### config.mk
export PLATFORM = sky130hd
export DESIGN_NAME = crystal_clock_prescale_output
export DESIGN_NICKNAME = d
export VERILOG_FILES = /design/src/core/clock_ctrl_pkg.sv /design/src/core/prescale_ripple.sv /design/src/core/crystal_clock_prescale_output.sv
export VERILOG_INCLUDE_DIRS = /design/src /design/src/core
export SDC_FILE = /design/constraint.sdc
export NUM_CORES = 1
export LEC_CHECK = 0
export BUFFER_PORTS_ARGS = -buffer_cell sky130_fd_sc_hd__buf_2
export CAP_MARGIN = 10
export CELL_PAD_IN_SITES_DETAIL_PLACEMENT = 1
export CELL_PAD_IN_SITES_GLOBAL_PLACEMENT = 2
export CORE_ASPECT_RATIO = 1.25
export CORE_MARGIN = 10
export CORE_UTILIZATION = 41
export DETAILED_ROUTE_END_ITERATION = 6
export PLACE_DENSITY = 0.87
export SYNTH_ARGS = -nofsm -noshare
export SYNTH_HDL_FRONTEND = slang
export SYNTH_SLANG_ARGS = --single-unit
### constraint.sdc
create_clock -name core_clk -period 7.5 [get_ports core_clk]
set_input_delay 1.125 -clock core_clk [delete_from_list [all_inputs] [get_ports core_clk]]
set_output_delay 1.125 -clock core_clk [all_outputs]
set_load 0.03 [all_outputs]
### src/core/clock_ctrl_defs.svh
`ifndef CLOCK_CTRL_DEFS_SVH
`define CLOCK_CTRL_DEFS_SVH

// Timing base
`define CLK_PERIOD_NS     10
`define NS_PER_MS         1000000
`define DLY_SHORT_MS      4
`define DLY_LONG_MS       64

// Oscillator start-up and reset counts, in source clock cycles
`define OSC_CK_RC         24'h00_0006
`define OSC_CK_258        24'h00_0102
`define OSC_CK_1K         24'h00_0400
`define OSC_CK_16K        24'h00_4000
`define RESET_CK_14       24'h00_000E

// Configuration fields
`define SRC_XTAL_BIT      3
`define SRC_LOWFREQ_XTAL  4'h6
`define SRC_RANGE_MSB     2
`define SRC_RANGE_LSB     1

// Configuration as delivered
`define SHIP_SOURCE_SEL   4'h2
`define SHIP_STARTUP      2'h2
`define SHIP_DIV8         1'b1
`define SHIP_CLKOUT       1'b0

// Prescale control register
`define PCR_EN_BIT        7
`define PCR_SEL_MSB       3
`define PS_RESET_DIV8     4'h3
`define PS_RESET_DIV1     4'h0
`define PS_MAX_CODE       4'h8
`define PS_LIMIT_MAX      8'hFF
`define PS_EN_TICKS       3'h4

`endif

### src/core/clock_ctrl_pkg.sv
package clock_ctrl_pkg;

    typedef enum logic [1:0] {
        RANGE_0P4_0P9,
        RANGE_0P9_3P0,
        RANGE_3P0_8P0,
        RANGE_8P0_UP
    } osc_range_type;

    typedef enum logic [1:0] {
        EXTRA_NONE,
        EXTRA_SHORT,
        EXTRA_LONG
    } extra_delay_type;

    typedef struct packed {
        logic [3:0] source_select_cfg;
        logic [1:0] startup_time_cfg;
        logic       div_by_eight_cfg;
        logic       clock_out_cfg;
    } fuse_cfg_type;

    typedef struct packed {
        logic [23:0]     osc_cycles;
        extra_delay_type extra;
    } startup_delay_type;

    typedef struct packed {
        logic data;
        logic oe_n;
    } pad_drive_type;

endpackage

### src/core/prescale_ripple.sv
`timescale 1ns/1ps
`include "clock_ctrl_defs.svh"

module prescale_ripple
    import clock_ctrl_pkg::*;
(
    input  wire logic       core_clk,
    input  wire logic       rst,
    input  wire logic       load,
    input  wire logic [7:0] new_limit,
    output logic            tick,
    output logic            loaded
);

    logic [7:0] count_reg;
    logic [7:0] count_next;
    logic [7:0] limit_reg;
    logic [7:0] limit_next;
    logic       tick_next;
    logic       loaded_next;

    // A new period length is taken only at a wrap, so every period is whole.
    // Tick flags the wrap due at the coming edge; one stage less latency lets
    // a change made on a system edge still catch the very next wrap.
    always_comb begin
        count_next  = count_reg + 8'h01;
        limit_next  = limit_reg;
        loaded_next = 1'b0;
        if (count_reg >= limit_reg) begin
            count_next = 8'h00;
            if (load) begin
                limit_next  = new_limit;
                loaded_next = 1'b1;
            end
        end
        tick_next = (count_next >= limit_next);
    end

    always_ff @(posedge core_clk or posedge rst) begin
        if (rst) begin
            count_reg <= 8'h00;
            limit_reg <= 8'h00;
            tick      <= 1'b0;
            loaded    <= 1'b0;
        end else begin
            count_reg <= count_next;
            limit_reg <= limit_next;
            tick      <= tick_next;
            loaded    <= loaded_next;
        end
    end

endmodule

### src/core/crystal_clock_prescale_output.sv
// Operation
// Upper source bits pick oscillator range
// Lowest range for ceramic resonators only
// Low source bit and field pick delays
// Low bit zero: 258/1K delay table
// Low bit one: 1K/16K delay table
// 258-cycle options only for slow resonators
// Shipped default: RC, long start, divide-by-eight
// Division applies to every system clock
// Division change is glitch free
// Prescaler counts at undivided source rate
// New rate active after one old, one new period
// Exactly two active edges during transition
// Clock-out option drives pin, overrides port
// No clock on pin during reset
// No clock output with crystal source
// Pin carries divided system clock
// Select codes divide by powers of two
// Change enable then select within four cycles
// Reset select from divide-by-eight option
// Gate clock until start-up count elapses
`timescale 1ns/1ps
`include "clock_ctrl_defs.svh"

module crystal_clock_prescale_output
    import clock_ctrl_pkg::*;
#(
    parameter int DLY_SHORT_CYC = `DLY_SHORT_MS * (`NS_PER_MS / `CLK_PERIOD_NS),
    parameter int DLY_LONG_CYC  = `DLY_LONG_MS * (`NS_PER_MS / `CLK_PERIOD_NS)
)
(
    input  wire logic          core_clk,
    input  wire logic          rst,
    input  wire fuse_cfg_type  fuse_in,
    input  wire logic          power_down_req,
    input  wire logic          wake_req,
    input  wire logic          cpu_wr,
    input  wire logic [7:0]    cpu_wdata,
    input  wire logic          port_out_data,
    input  wire logic          port_out_oe_n,
    output logic               sys_clk_tick,
    output logic               clock_running,
    output osc_range_type      osc_range,
    output logic [7:0]         prescale_control_reg,
    output pad_drive_type      clock_out_pin
);

    typedef enum logic [2:0] {
        ST_LATCH,
        ST_OSC_WAIT,
        ST_EXTRA_WAIT,
        ST_RUN,
        ST_SLEEP
    } start_state_type;

    function automatic startup_delay_type startup_decode(input fuse_cfg_type cfg);
        startup_delay_type d;
        d.osc_cycles = `OSC_CK_RC;
        d.extra      = EXTRA_NONE;
        if (cfg.source_select_cfg[`SRC_XTAL_BIT]) begin
            case ({cfg.source_select_cfg[0], cfg.startup_time_cfg})
                3'b000: begin
                    d.osc_cycles = `OSC_CK_258;
                    d.extra      = EXTRA_SHORT;
                end
                3'b001: begin
                    d.osc_cycles = `OSC_CK_258;
                    d.extra      = EXTRA_LONG;
                end
                3'b010: begin
                    d.osc_cycles = `OSC_CK_1K;
                    d.extra      = EXTRA_NONE;
                end
                3'b011: begin
                    d.osc_cycles = `OSC_CK_1K;
                    d.extra      = EXTRA_SHORT;
                end
                3'b100: begin
                    d.osc_cycles = `OSC_CK_1K;
                    d.extra      = EXTRA_LONG;
                end
                3'b101: begin
                    d.osc_cycles = `OSC_CK_16K;
                    d.extra      = EXTRA_NONE;
                end
                3'b110: begin
                    d.osc_cycles = `OSC_CK_16K;
                    d.extra      = EXTRA_SHORT;
                end
                default: begin
                    d.osc_cycles = `OSC_CK_16K;
                    d.extra      = EXTRA_LONG;
                end
            endcase
        end else begin
            // Other sources: short wake, reset extra set by the field
            case (cfg.startup_time_cfg)
                2'b00:   d.extra = EXTRA_NONE;
                2'b01:   d.extra = EXTRA_SHORT;
                default: d.extra = EXTRA_LONG;
            endcase
        end
        return d;
    endfunction

    function automatic logic [7:0] div_limit(input logic [3:0] sel);
        logic [8:0] f;
        f = 9'h001 << sel;
        // Reserved codes run at the slowest factor, the safe side
        if (sel > `PS_MAX_CODE) begin
            return `PS_LIMIT_MAX;
        end
        return 8'(f - 9'h001);
    endfunction

    // Configuration captured after reset release
    fuse_cfg_type     cfg_reg;
    fuse_cfg_type     cfg_next;

    start_state_type  state_reg;
    start_state_type  state_next;
    logic [23:0]      delay_reg;
    logic [23:0]      delay_next;

    logic [3:0]       sel_reg;
    logic [3:0]       sel_next;
    logic             chg_en_reg;
    logic             chg_en_next;
    logic [2:0]       chg_cnt_reg;
    logic [2:0]       chg_cnt_next;
    logic             pending_reg;
    logic             pending_next;

    logic             sys_clk_tick_next;
    logic             clock_running_next;
    osc_range_type    osc_range_next;
    pad_drive_type    pin_next;

    logic             src_tick;
    logic             src_loaded;
    logic             wr_take;
    logic             crystal_src;
    startup_delay_type dly;
    logic [23:0]      extra_cycles;
    logic             wake_pending_reg;
    logic             wake_pending_next;

    // Next values go in directly so a write made on a system edge meets the coming wrap
    prescale_ripple u_ripple (
        .core_clk  (core_clk),
        .rst       (rst),
        .load      (pending_next),
        .new_limit (div_limit(sel_next)),
        .tick      (src_tick),
        .loaded    (src_loaded)
    );

    assign dly         = startup_decode(cfg_reg);
    assign crystal_src = cfg_reg.source_select_cfg[`SRC_XTAL_BIT] ||
                         (cfg_reg.source_select_cfg == `SRC_LOWFREQ_XTAL);
    // The core only sees writes on its own clock edges
    assign wr_take     = cpu_wr && sys_clk_tick;

    always_comb begin
        case (dly.extra)
            EXTRA_SHORT: extra_cycles = `RESET_CK_14 + 24'(DLY_SHORT_CYC);
            EXTRA_LONG:  extra_cycles = `RESET_CK_14 + 24'(DLY_LONG_CYC);
            default:     extra_cycles = `RESET_CK_14;
        endcase
    end

    // Start-up sequencing
    always_comb begin
        cfg_next   = cfg_reg;
        state_next = state_reg;
        delay_next = delay_reg;
        case (state_reg)
            ST_LATCH: begin
                cfg_next   = fuse_in;
                delay_next = 24'h00_0000;
                state_next = ST_OSC_WAIT;
            end
            ST_OSC_WAIT: begin
                if (delay_reg >= dly.osc_cycles - 24'h00_0001) begin
                    delay_next = 24'h00_0000;
                    state_next = ST_EXTRA_WAIT;
                end else begin
                    delay_next = delay_reg + 24'h00_0001;
                end
            end
            ST_EXTRA_WAIT: begin
                if (delay_reg >= extra_cycles - 24'h00_0001) begin
                    delay_next = 24'h00_0000;
                    state_next = ST_RUN;
                end else begin
                    delay_next = delay_reg + 24'h00_0001;
                end
            end
            ST_RUN: begin
                if (power_down_req) begin
                    state_next = ST_SLEEP;
                end
            end
            ST_SLEEP: begin
                if (wake_req) begin
                    delay_next = 24'h00_0000;
                    state_next = ST_OSC_WAIT;
                end
            end
            default: begin
                state_next = ST_LATCH;
            end
        endcase
        // Wake from power-down skips the extra reset delay
        if (state_reg == ST_OSC_WAIT && state_next == ST_EXTRA_WAIT && wake_pending_reg) begin
            state_next = ST_RUN;
        end
    end

    always_comb begin
        wake_pending_next = wake_pending_reg;
        if (state_reg == ST_SLEEP && wake_req) begin
            wake_pending_next = 1'b1;
        end else if (state_reg == ST_RUN) begin
            wake_pending_next = 1'b0;
        end
    end

    // Prescale control with timed change enable
    always_comb begin
        sel_next     = sel_reg;
        chg_en_next  = chg_en_reg;
        chg_cnt_next = chg_cnt_reg;
        pending_next = pending_reg;
        if (src_loaded) begin
            pending_next = 1'b0;
        end
        if (state_reg == ST_LATCH) begin
            sel_next     = fuse_in.div_by_eight_cfg ? `PS_RESET_DIV8 : `PS_RESET_DIV1;
            pending_next = 1'b1;
        end else begin
            if (chg_en_reg && sys_clk_tick) begin
                chg_cnt_next = chg_cnt_reg - 3'h1;
                if (chg_cnt_reg == 3'h1) begin
                    chg_en_next = 1'b0;
                end
            end
            if (wr_take) begin
                if (cpu_wdata == (8'h01 << `PCR_EN_BIT)) begin
                    // Rewrite inside the window neither extends nor clears it
                    if (!chg_en_reg) begin
                        chg_en_next  = 1'b1;
                        chg_cnt_next = `PS_EN_TICKS;
                    end
                end else if (chg_en_reg && !cpu_wdata[`PCR_EN_BIT]) begin
                    sel_next     = cpu_wdata[`PCR_SEL_MSB:0];
                    chg_en_next  = 1'b0;
                    pending_next = 1'b1;
                end
            end
        end
    end

    // Output stage
    always_comb begin
        clock_running_next = (state_next == ST_RUN);
        // Ticks continue through a change; the new period starts at a wrap
        sys_clk_tick_next  = src_tick && (state_next == ST_RUN);
        osc_range_next     = osc_range_type'(cfg_reg.source_select_cfg[`SRC_RANGE_MSB:`SRC_RANGE_LSB]);
        pin_next.data      = port_out_data;
        pin_next.oe_n      = port_out_oe_n;
        if (state_reg != ST_LATCH && cfg_reg.clock_out_cfg && !crystal_src) begin
            pin_next.data = src_tick && (state_next == ST_RUN);
            pin_next.oe_n = 1'b0;
        end
    end

    always_ff @(posedge core_clk or posedge rst) begin
        if (rst) begin
            cfg_reg              <= fuse_cfg_type'({`SHIP_SOURCE_SEL, `SHIP_STARTUP, `SHIP_DIV8, `SHIP_CLKOUT});
            state_reg            <= ST_LATCH;
            delay_reg            <= 24'h00_0000;
            wake_pending_reg     <= 1'b0;
            sel_reg              <= `PS_RESET_DIV8;
            chg_en_reg           <= 1'b0;
            chg_cnt_reg          <= 3'h0;
            pending_reg          <= 1'b0;
            sys_clk_tick         <= 1'b0;
            clock_running        <= 1'b0;
            osc_range            <= RANGE_0P4_0P9;
            clock_out_pin.data   <= 1'b0;
            clock_out_pin.oe_n   <= 1'b1;
        end else begin
            cfg_reg              <= cfg_next;
            state_reg            <= state_next;
            delay_reg            <= delay_next;
            wake_pending_reg     <= wake_pending_next;
            sel_reg              <= sel_next;
            chg_en_reg           <= chg_en_next;
            chg_cnt_reg          <= chg_cnt_next;
            pending_reg          <= pending_next;
            sys_clk_tick         <= sys_clk_tick_next;
            clock_running        <= clock_running_next;
            osc_range            <= osc_range_next;
            clock_out_pin        <= pin_next;
        end
    end

    always_comb begin
        prescale_control_reg = {chg_en_reg, 3'b000, sel_reg};
    end

endmodule

---- After elaboration in Yosys (flattened, before gate mapping) ----
Index checks and enable logic that the tools add are counted.
storage, ports and cells
  output and inout port bits .............. 14
  flip-flop bits (word level) ............. 68
operators by class
  muxes and demuxes ....................... 46
  shift-type cells ........................ 1
  reductions and logical operators ........ 19
  add/subtract/negate cells ............... 6
  magnitude comparators ................... 5
  equality and inequality tests ........... 19
operators by type and width
  operator                                             number
  case mux 17 bit (7 select lines)                     1
  2-to-1 mux 24 bit                                    4
  case mux 24 bit (4 select lines)                     1
  greater-or-equal comparator 24 bit                   2
  subtractor 24 x 1 -> 24 bit, second input constant   2
  case mux 23 bit (2 select lines)                     1
  2-to-1 mux 8 bit                                     5
  2-to-1 mux 3 bit                                     9
  adder 24 x 1 -> 24 bit, second input constant        1
  equality test 3 x 2 -> 1 bit, second input constant  6
  greater-or-equal comparator 8 bit                    2
  2-to-1 mux 1 bit                                     16
  2-to-1 mux 4 bit                                     4
  case mux 3 bit (5 select lines)                      1
  equality test 3 bit, second input constant           4
  equality test 3 x 1 -> 1 bit, second input constant  3
  logical AND 1 bit                                    9
  adder 8 x 1 -> 8 bit, second input constant          1
  equality test 8 bit, second input constant           1
  left shift 1 x 4 -> 8 bit, first input constant      1
  subtractor 8 x 1 -> 8 bit, second input constant     1
  logical NOT 3 bit                                    2
  2-to-1 mux 2 bit                                     3
  equality test 2 x 1 -> 1 bit, second input constant  2
  13 further kinds                                     14

---- Longest topological paths before layout ----
  word-level depth ........................ 16
  mapped depth ............................ 16
  gate-level depth less buffers ........... 14

---- Modules after synthesis ----
From an unflattened synthesis, not the netlist that was laid out.
second synthesis, totals
  cell total of the unflattened synthesis .. 523
  area, all modules ....................... 4802.1 sq um
by module, submodules not included
  module                         area an instance (sq um)  cells each  times used
  crystal_clock_prescale_output  3614.7                    420         1
  prescale_ripple                1187.4                    103         1

---- Worst setup path after synthesis ----
OpenSTA, ideal clock, no wires.
  path type ............................... input to register
  start ................................... in cpu_wdata[7]
  end ..................................... reg u_ripple.tick
  arrival time ............................ 3.723 ns
  stages .................................. 12
  data required time ...................... 7.372 ns
  setup slack ............................. 3.650 ns
  buffers on the path ..................... 1
  path through ............................ and4b_1 > clkbuf_1 > a211oi_1 > or3_1 > ha_1 > a21o_1 > ha_1 > a21o_1 > a21o_1 > a211o_1 > a21oi_1 > o21ai_0
between the ends
  cells in the longest elaborated chain, start to end .. 12
  elaborated cells between the ends (all ways) .. 19
RTL lines
  element                                                                 RTL line                                                                    source
  from (decl)                                                             crystal_clock_prescale_output.sv:38                                         input wire logic [7:0] cpu_wdata,
  logical NOT 1 bit                                                       crystal_clock_prescale_output.sv:255                                        end else if (chg_en_reg && !cpu_wdata[`PCR_EN_BIT]) begin
  logical AND 1 bit                                                       crystal_clock_prescale_output.sv:255
  2-to-1 mux 4 bit                                                        crystal_clock_prescale_output.sv:255
  2-to-1 mux 4 bit                                                        crystal_clock_prescale_output.sv:249                                        if (cpu_wdata == (8'h01 << `PCR_EN_BIT)) begin
  2-to-1 mux 4 bit                                                        crystal_clock_prescale_output.sv:248                                        if (wr_take) begin
  2-to-1 mux 4 bit                                                        crystal_clock_prescale_output.sv:238                                        if (state_reg == ST_LATCH) begin
  left shift 1 x 4 -> 8 bit / > comparator 4 bit (equally long branches)  -
  subtractor 8 x 1 -> 8 bit / 2-to-1 mux 1 bit (equally long branches)    crystal_clock_prescale_output.sv:113, crystal_clock_prescale_output.sv:110
  2-to-1 mux 8 bit                                                        crystal_clock_prescale_output.sv:113                                        return 8'(f - 9'h001);
  2-to-1 mux 8 bit *                                                      prescale_ripple.sv:31                                                       if (load) begin
  2-to-1 mux 8 bit *                                                      prescale_ripple.sv:29                                                       if (count_reg >= limit_reg) begin
  greater-or-equal comparator 8 bit *                                     prescale_ripple.sv:36                                                       tick_next = (count_next >= limit_next);
  via u_ripple.tick_next                                                  prescale_ripple.sv:19                                                       logic tick_next;
  to (signal assigned)                                                    prescale_ripple.sv:48                                                       tick <= tick_next;
  to (decl)                                                               prescale_ripple.sv:11                                                       output logic tick,
The timed path passes the listed nets; every way through them passes the cells marked *.
A chain may end at the register's enable or synchronous reset.

---- Worst setup path after layout ----
  start ................................... in cpu_wdata[7]
  end ..................................... reg u_ripple.tick
between the ends
  cells in the longest elaborated chain, start to end .. 12
  elaborated cells between the ends (all ways) .. 19
RTL lines
  element                                                                 RTL line                                                                    source
  logical NOT 1 bit                                                       crystal_clock_prescale_output.sv:255
  logical AND 1 bit                                                       crystal_clock_prescale_output.sv:255
  2-to-1 mux 4 bit                                                        crystal_clock_prescale_output.sv:255
  2-to-1 mux 4 bit                                                        crystal_clock_prescale_output.sv:249
  2-to-1 mux 4 bit                                                        crystal_clock_prescale_output.sv:248
  2-to-1 mux 4 bit                                                        crystal_clock_prescale_output.sv:238
  left shift 1 x 4 -> 8 bit / > comparator 4 bit (equally long branches)  -
  subtractor 8 x 1 -> 8 bit / 2-to-1 mux 1 bit (equally long branches)    crystal_clock_prescale_output.sv:113, crystal_clock_prescale_output.sv:110
  2-to-1 mux 8 bit                                                        crystal_clock_prescale_output.sv:113
  2-to-1 mux 8 bit *                                                      prescale_ripple.sv:31
  2-to-1 mux 8 bit *                                                      prescale_ripple.sv:29
  via u_ripple.limit_next[0]                                              prescale_ripple.sv:18                                                       logic [7:0] limit_next;
  greater-or-equal comparator 8 bit *                                     prescale_ripple.sv:36
  via u_ripple.tick_next                                                  prescale_ripple.sv:19
Marks and branches as above.

==> out/qor.log <==
[power_and_ir_drop] Power Dens Cells 177.8 nW/um^2
[timing] Tcrit/Tclk final 56.94%
[layout] flip-flop count of the largest register, all copies and words added 24
[timing] achievable frequency 234.2 MHz
[logic_synthesis] most area-hungry cell type in the Yosys netlist sky130_fd_sc_hd__dfrtp_1
[power_and_ir_drop] Clk pwr share 41.8%
[clock_network] Clk Latency, worst-skew pair 330 ps
[power_and_ir_drop] Sw Ratio 27.96%
[floorplanning] initial standard-cell utilization of the core 41.58%
[critical_path] kind of critical path primary input to flop
[critical_path] Setup crit end kind flop
[logic_synthesis] most common cell in the netlist sky130_fd_sc_hd__dfrtp_1
[global_routing] global-route total usage across every layer 16.85%
[drt] DRC marker count from the first detailed-route iteration 115
[power_and_ir_drop] Peak VDD IR 116.7 uV
[global_routing] grt total ovfl 0
[logic_synthesis] asr flop ratio synth 100.0%
[critical_path] critical path launch point type primary input
[timing] RSZ-0062 raised after global routing false
[timing] slew of the pin with the lowest slew margin 952.1 ps
[layout] Area growth, synth to finish 12.39%
[drt] total via count in the routed design 4213
[timing] Total Neg Setup Slack 0 ps
[timing] Slew Limit Fails 0
[clock_network] CTS Buffer Depth 2
[logic_synthesis] post-synthesis area per instance 9.053 sq um
[drt] Post-DRT Antenna Nets 0
[global_routing] global-route wire length before repair 22400 um
[logic_synthesis] Yosys cell types 65
[power_and_ir_drop] combinational cell fraction of total power 16.5%
[power_and_ir_drop] sequential share of power 41.8%
[drt] routed wire length 13410 um
[logic_synthesis] predominant post-synthesis flop cell sky130_fd_sc_hd__dfrtp_1
[clock_network] level count of the clock H-tree 3
[timing] worst slack on hold paths 409.0 ps
[floorplanning] overall die width 116.9 um
[power_and_ir_drop] Sw Pwr 0.0002686 W
[clock_network] CTS clk-pin slew, worst paths 60 ps
[clock_network] CTS tree yes
[drt] length of routed met2 wiring 7365 um
[global_routing] largest net degree at the start of global routing 69
[critical_path] cell with the biggest individual delay on the critical path sky130_fd_sc_hd__a211oi_2
[power_and_ir_drop] Internal 0.0006921 W
[critical_path] critical path, cell by cell buf_2, nand4b_1, and3_1, a211oi_2, mux2_2, ha_1, nand2b_1, a21o_1, a21o_1, a211o_1, a21oi_1, o21ai_0
[logic_synthesis] number of instances in the synthesized netlist 531
[timing] count of final hold-check violations 0
[logic_synthesis] post-synthesis xor/xnor area fraction 3.280%
[layout] number of diodes added for antenna fixing 0
[drt] wl on met1 5448 um
[logic_synthesis] flops & latches, synth 68
[place] DP HPWL 10060 um
[outcome] result of the run finished, final reports clean
[drt] average via count per standard cell 5.909
[clock_network] Resize count post-CTS 0
[hold_path] type of the tightest min-delay check flop to flop
[timing] largest clock skew in the final design 5.981 ps
[clock_network] cts-stage hold buffer count 0
[critical_path] biggest cell delay along the critical path 750 ps
[logic_synthesis] proportion of synthesized area in mux cells 1.093%
[critical_path] kind of cell adding the most delay to the critical path compound AO/OA/AOI/OAI gates
[layout] number of nets in the layout 653
[power_and_ir_drop] leakage power figure 2.629 nW
[timing] final setup violating endpoints 0
[timing] post-route minimum period 4270 ps
[clock_network] clock net sink count 68
[layout] share of cells above drive strength 1 11.83%
[drt] average wire per cell in the routed design 18.80 um
[job] number of maximum-capacitance constraint violations 0
[critical_path] Top cell by count, worst path sky130_fd_sc_hd__a21o_1
[drt] DR pass1 iterations 4
[drt] detailed route wirelength on metal3 299 um
[logic_synthesis] number of synthesized flops with an enable pin 0
[place] IO Port Bufs 33
[global_routing] number of global-route vias before repair 4572
[floorplanning] vertical die dimension 141.1 um
[logic_synthesis] simple-gate portion of the synthesized area 20.48%
[clock_network] clock buffer count from CTS 9
[place] global placement routability congestion 0.8297
[clock_network] root cell of the clock tree sky130_fd_sc_hd__clkbuf_16
[critical_path] Crit path required time 7710 ps
[logic_synthesis] biggest area contributors in the synthesized netlist sky130_fd_sc_hd__dfrtp_1 33%, sky130_fd_sc_hd__ha_1 15%, sky130_fd_sc_hd__nand2_1 4.5%
[drt] highest routed layer met4
[logic_synthesis] warning count from the yosys run 0
[floorplanning] Top-Level Pins 37
[critical_path] critical path peak fanout 17
[logic_synthesis] adder and majority gate portion of the synthesized area 15.36%
[floorplanning] Placement Rows 44
[logic_synthesis] post-synthesis instance area 4807 sq um
[logic_synthesis] share of synthesized area occupied by flip-flops and latches 35.53%
[clock_network] Post-CTS Repair Setup Buffers 0
[critical_path] endpoint arrival time on the critical path 4480 ps
[global_routing] number of antenna violations at the first check in global routing 0
[drt] drt drc 0
[logic_synthesis] main combinational cell family by area after synthesis simple AND/OR/NAND/NOR gates
[floorplanning] DIE AREA 16480 sq um
[logic_synthesis] share of the synthesized area in compound gates (AO/OA/AOI/OAI) 19.70%
[floorplanning] placeable core area 11560 sq um
[critical_path] sum of buffers and inverters on the critical path 1
[logic_synthesis] ranking of synthesized cells by instance count 63 x sky130_fd_sc_hd__dfrtp_1, 59 x sky130_fd_sc_hd__ha_1, 57 x sky130_fd_sc_hd__nand2_1
[timing] tightest slew margin relative to the limit 36.41%
[logic_synthesis] area share of the largest cell type after synthesis 32.80%
[final timing paths]
kind	startpoint	end	slack, ps	cells past startpoint
max in group asynchronous	rst	clock_running	5860	3
worst min register to register	cfg_reg[5]	osc_range[0]	410	0
worst min-delay path	cfg_reg[5]	osc_range[0]	410	0
min in group asynchronous	rst	u_ripple.count_reg[1]	1060	3
worst max register to register	cfg_reg[7]	delay_reg[3]	3260	13
worst max-delay path	cpu_wdata[7]	u_ripple.tick	3230	12
[cell usage in the layout (no fill, tap or decap), types with 5 or more instances in the layout]
cell type                   count
sky130_fd_sc_hd__dfrtp_1       63
sky130_fd_sc_hd__ha_1          59
sky130_fd_sc_hd__nand2_1       57
sky130_fd_sc_hd__buf_2         33
sky130_fd_sc_hd__nor2_1        31
sky130_fd_sc_hd__inv_1         28
sky130_fd_sc_hd__a21oi_1       24
sky130_fd_sc_hd__nand3_1       24
sky130_fd_sc_hd__o21ai_0       23
sky130_fd_sc_hd__a21o_1        18
sky130_fd_sc_hd__a31oi_1       15
sky130_fd_sc_hd__conb_1        13
sky130_fd_sc_hd__nand2b_1      12
sky130_fd_sc_hd__a2111oi_0     12
sky130_fd_sc_hd__xor2_1        12
sky130_fd_sc_hd__and2_1        11
sky130_fd_sc_hd__nor3_1        10
sky130_fd_sc_hd__clkbuf_16      9
sky130_fd_sc_hd__nand4_1        8
sky130_fd_sc_hd__and3_1         7
sky130_fd_sc_hd__or3_1          6
sky130_fd_sc_hd__xnor2_1        6
sky130_fd_sc_hd__a221o_1        6
sky130_fd_sc_hd__a221oi_1       5
sky130_fd_sc_hd__dfstp_2        5
sky130_fd_sc_hd__buf_4          5
[logic make-up (layout without fill, tap and decap cells)]
kind of cell	count (synthesis)	count (layout)
compound gates	135	135
xor+xnor	18	18
fa+ha+maj	59	59
buf+inv	50	83
flops	68	68
mux	5	5
other cells	2	13
simple gates	194	194
[worst reg2reg max path, cell delays in order, from the launching register on]
cell,delay (ps)
sky130_fd_sc_hd__dfrtp_1,450
sky130_fd_sc_hd__inv_1,150
sky130_fd_sc_hd__nor3_1,330
sky130_fd_sc_hd__o21ai_0,160
sky130_fd_sc_hd__o311ai_0,170
sky130_fd_sc_hd__inv_1,90
sky130_fd_sc_hd__ha_1,300
sky130_fd_sc_hd__ha_1,290
sky130_fd_sc_hd__or4b_1,450
sky130_fd_sc_hd__or3_1,360
sky130_fd_sc_hd__o211ai_1,220
sky130_fd_sc_hd__a311o_2,540
sky130_fd_sc_hd__a21oi_2,260
sky130_fd_sc_hd__a221o_1,360
[through the flow]
stage               util, %  power (W)  instances  area, sq um  setup WS [ps]
finish                46.73  0.0009606        713         5403           3230
global route          46.73   0.001011        713         5403           2944
CTS                   46.73  0.0009763        713         5403           3207
detailed placement    44.37  0.0005681        698         5130           2892
global placement      44.37  0.0005587        698         5130           3008
floorplan                 -  0.0005167        542         4848           3650
[metal layers]
| metal | vias up | track usage, % |
|---|---|---|
| met5 | - | 0 |
| met4 | 0 | 6.323 |
| met3 | 20 | 2.972 |
| met2 | 49 | 31.36 |
| met1 | 2121 | 18.13 |
| li1 | 2023 | - |
[final cells by class]
cell class / instances / area (sq um)
clock inverters: 2 / 12.51
inverters: 30 / 112.6
repair buffers: 38 / 202.7
clock buffers: 13 / 260.3
well taps: 138 / 172.7
fillers: 1387 / 6158
flip-flops and latches: 68 / 1708
multi-input cells: 424 / 2934
[power by group through the flow]
stage,Clock [W],Combinational (W),Sequential [W]
floorplan,0,0.000113,0.000404
finish,0.000401,0.000158,0.000401
global route,0.000426,0.000179,0.000406
CTS,0.000411,0.000163,0.000402
global placement,0,0.000151,0.000407
detailed placement,0,0.000160,0.000409
Power figures use the tool's default switching activity.
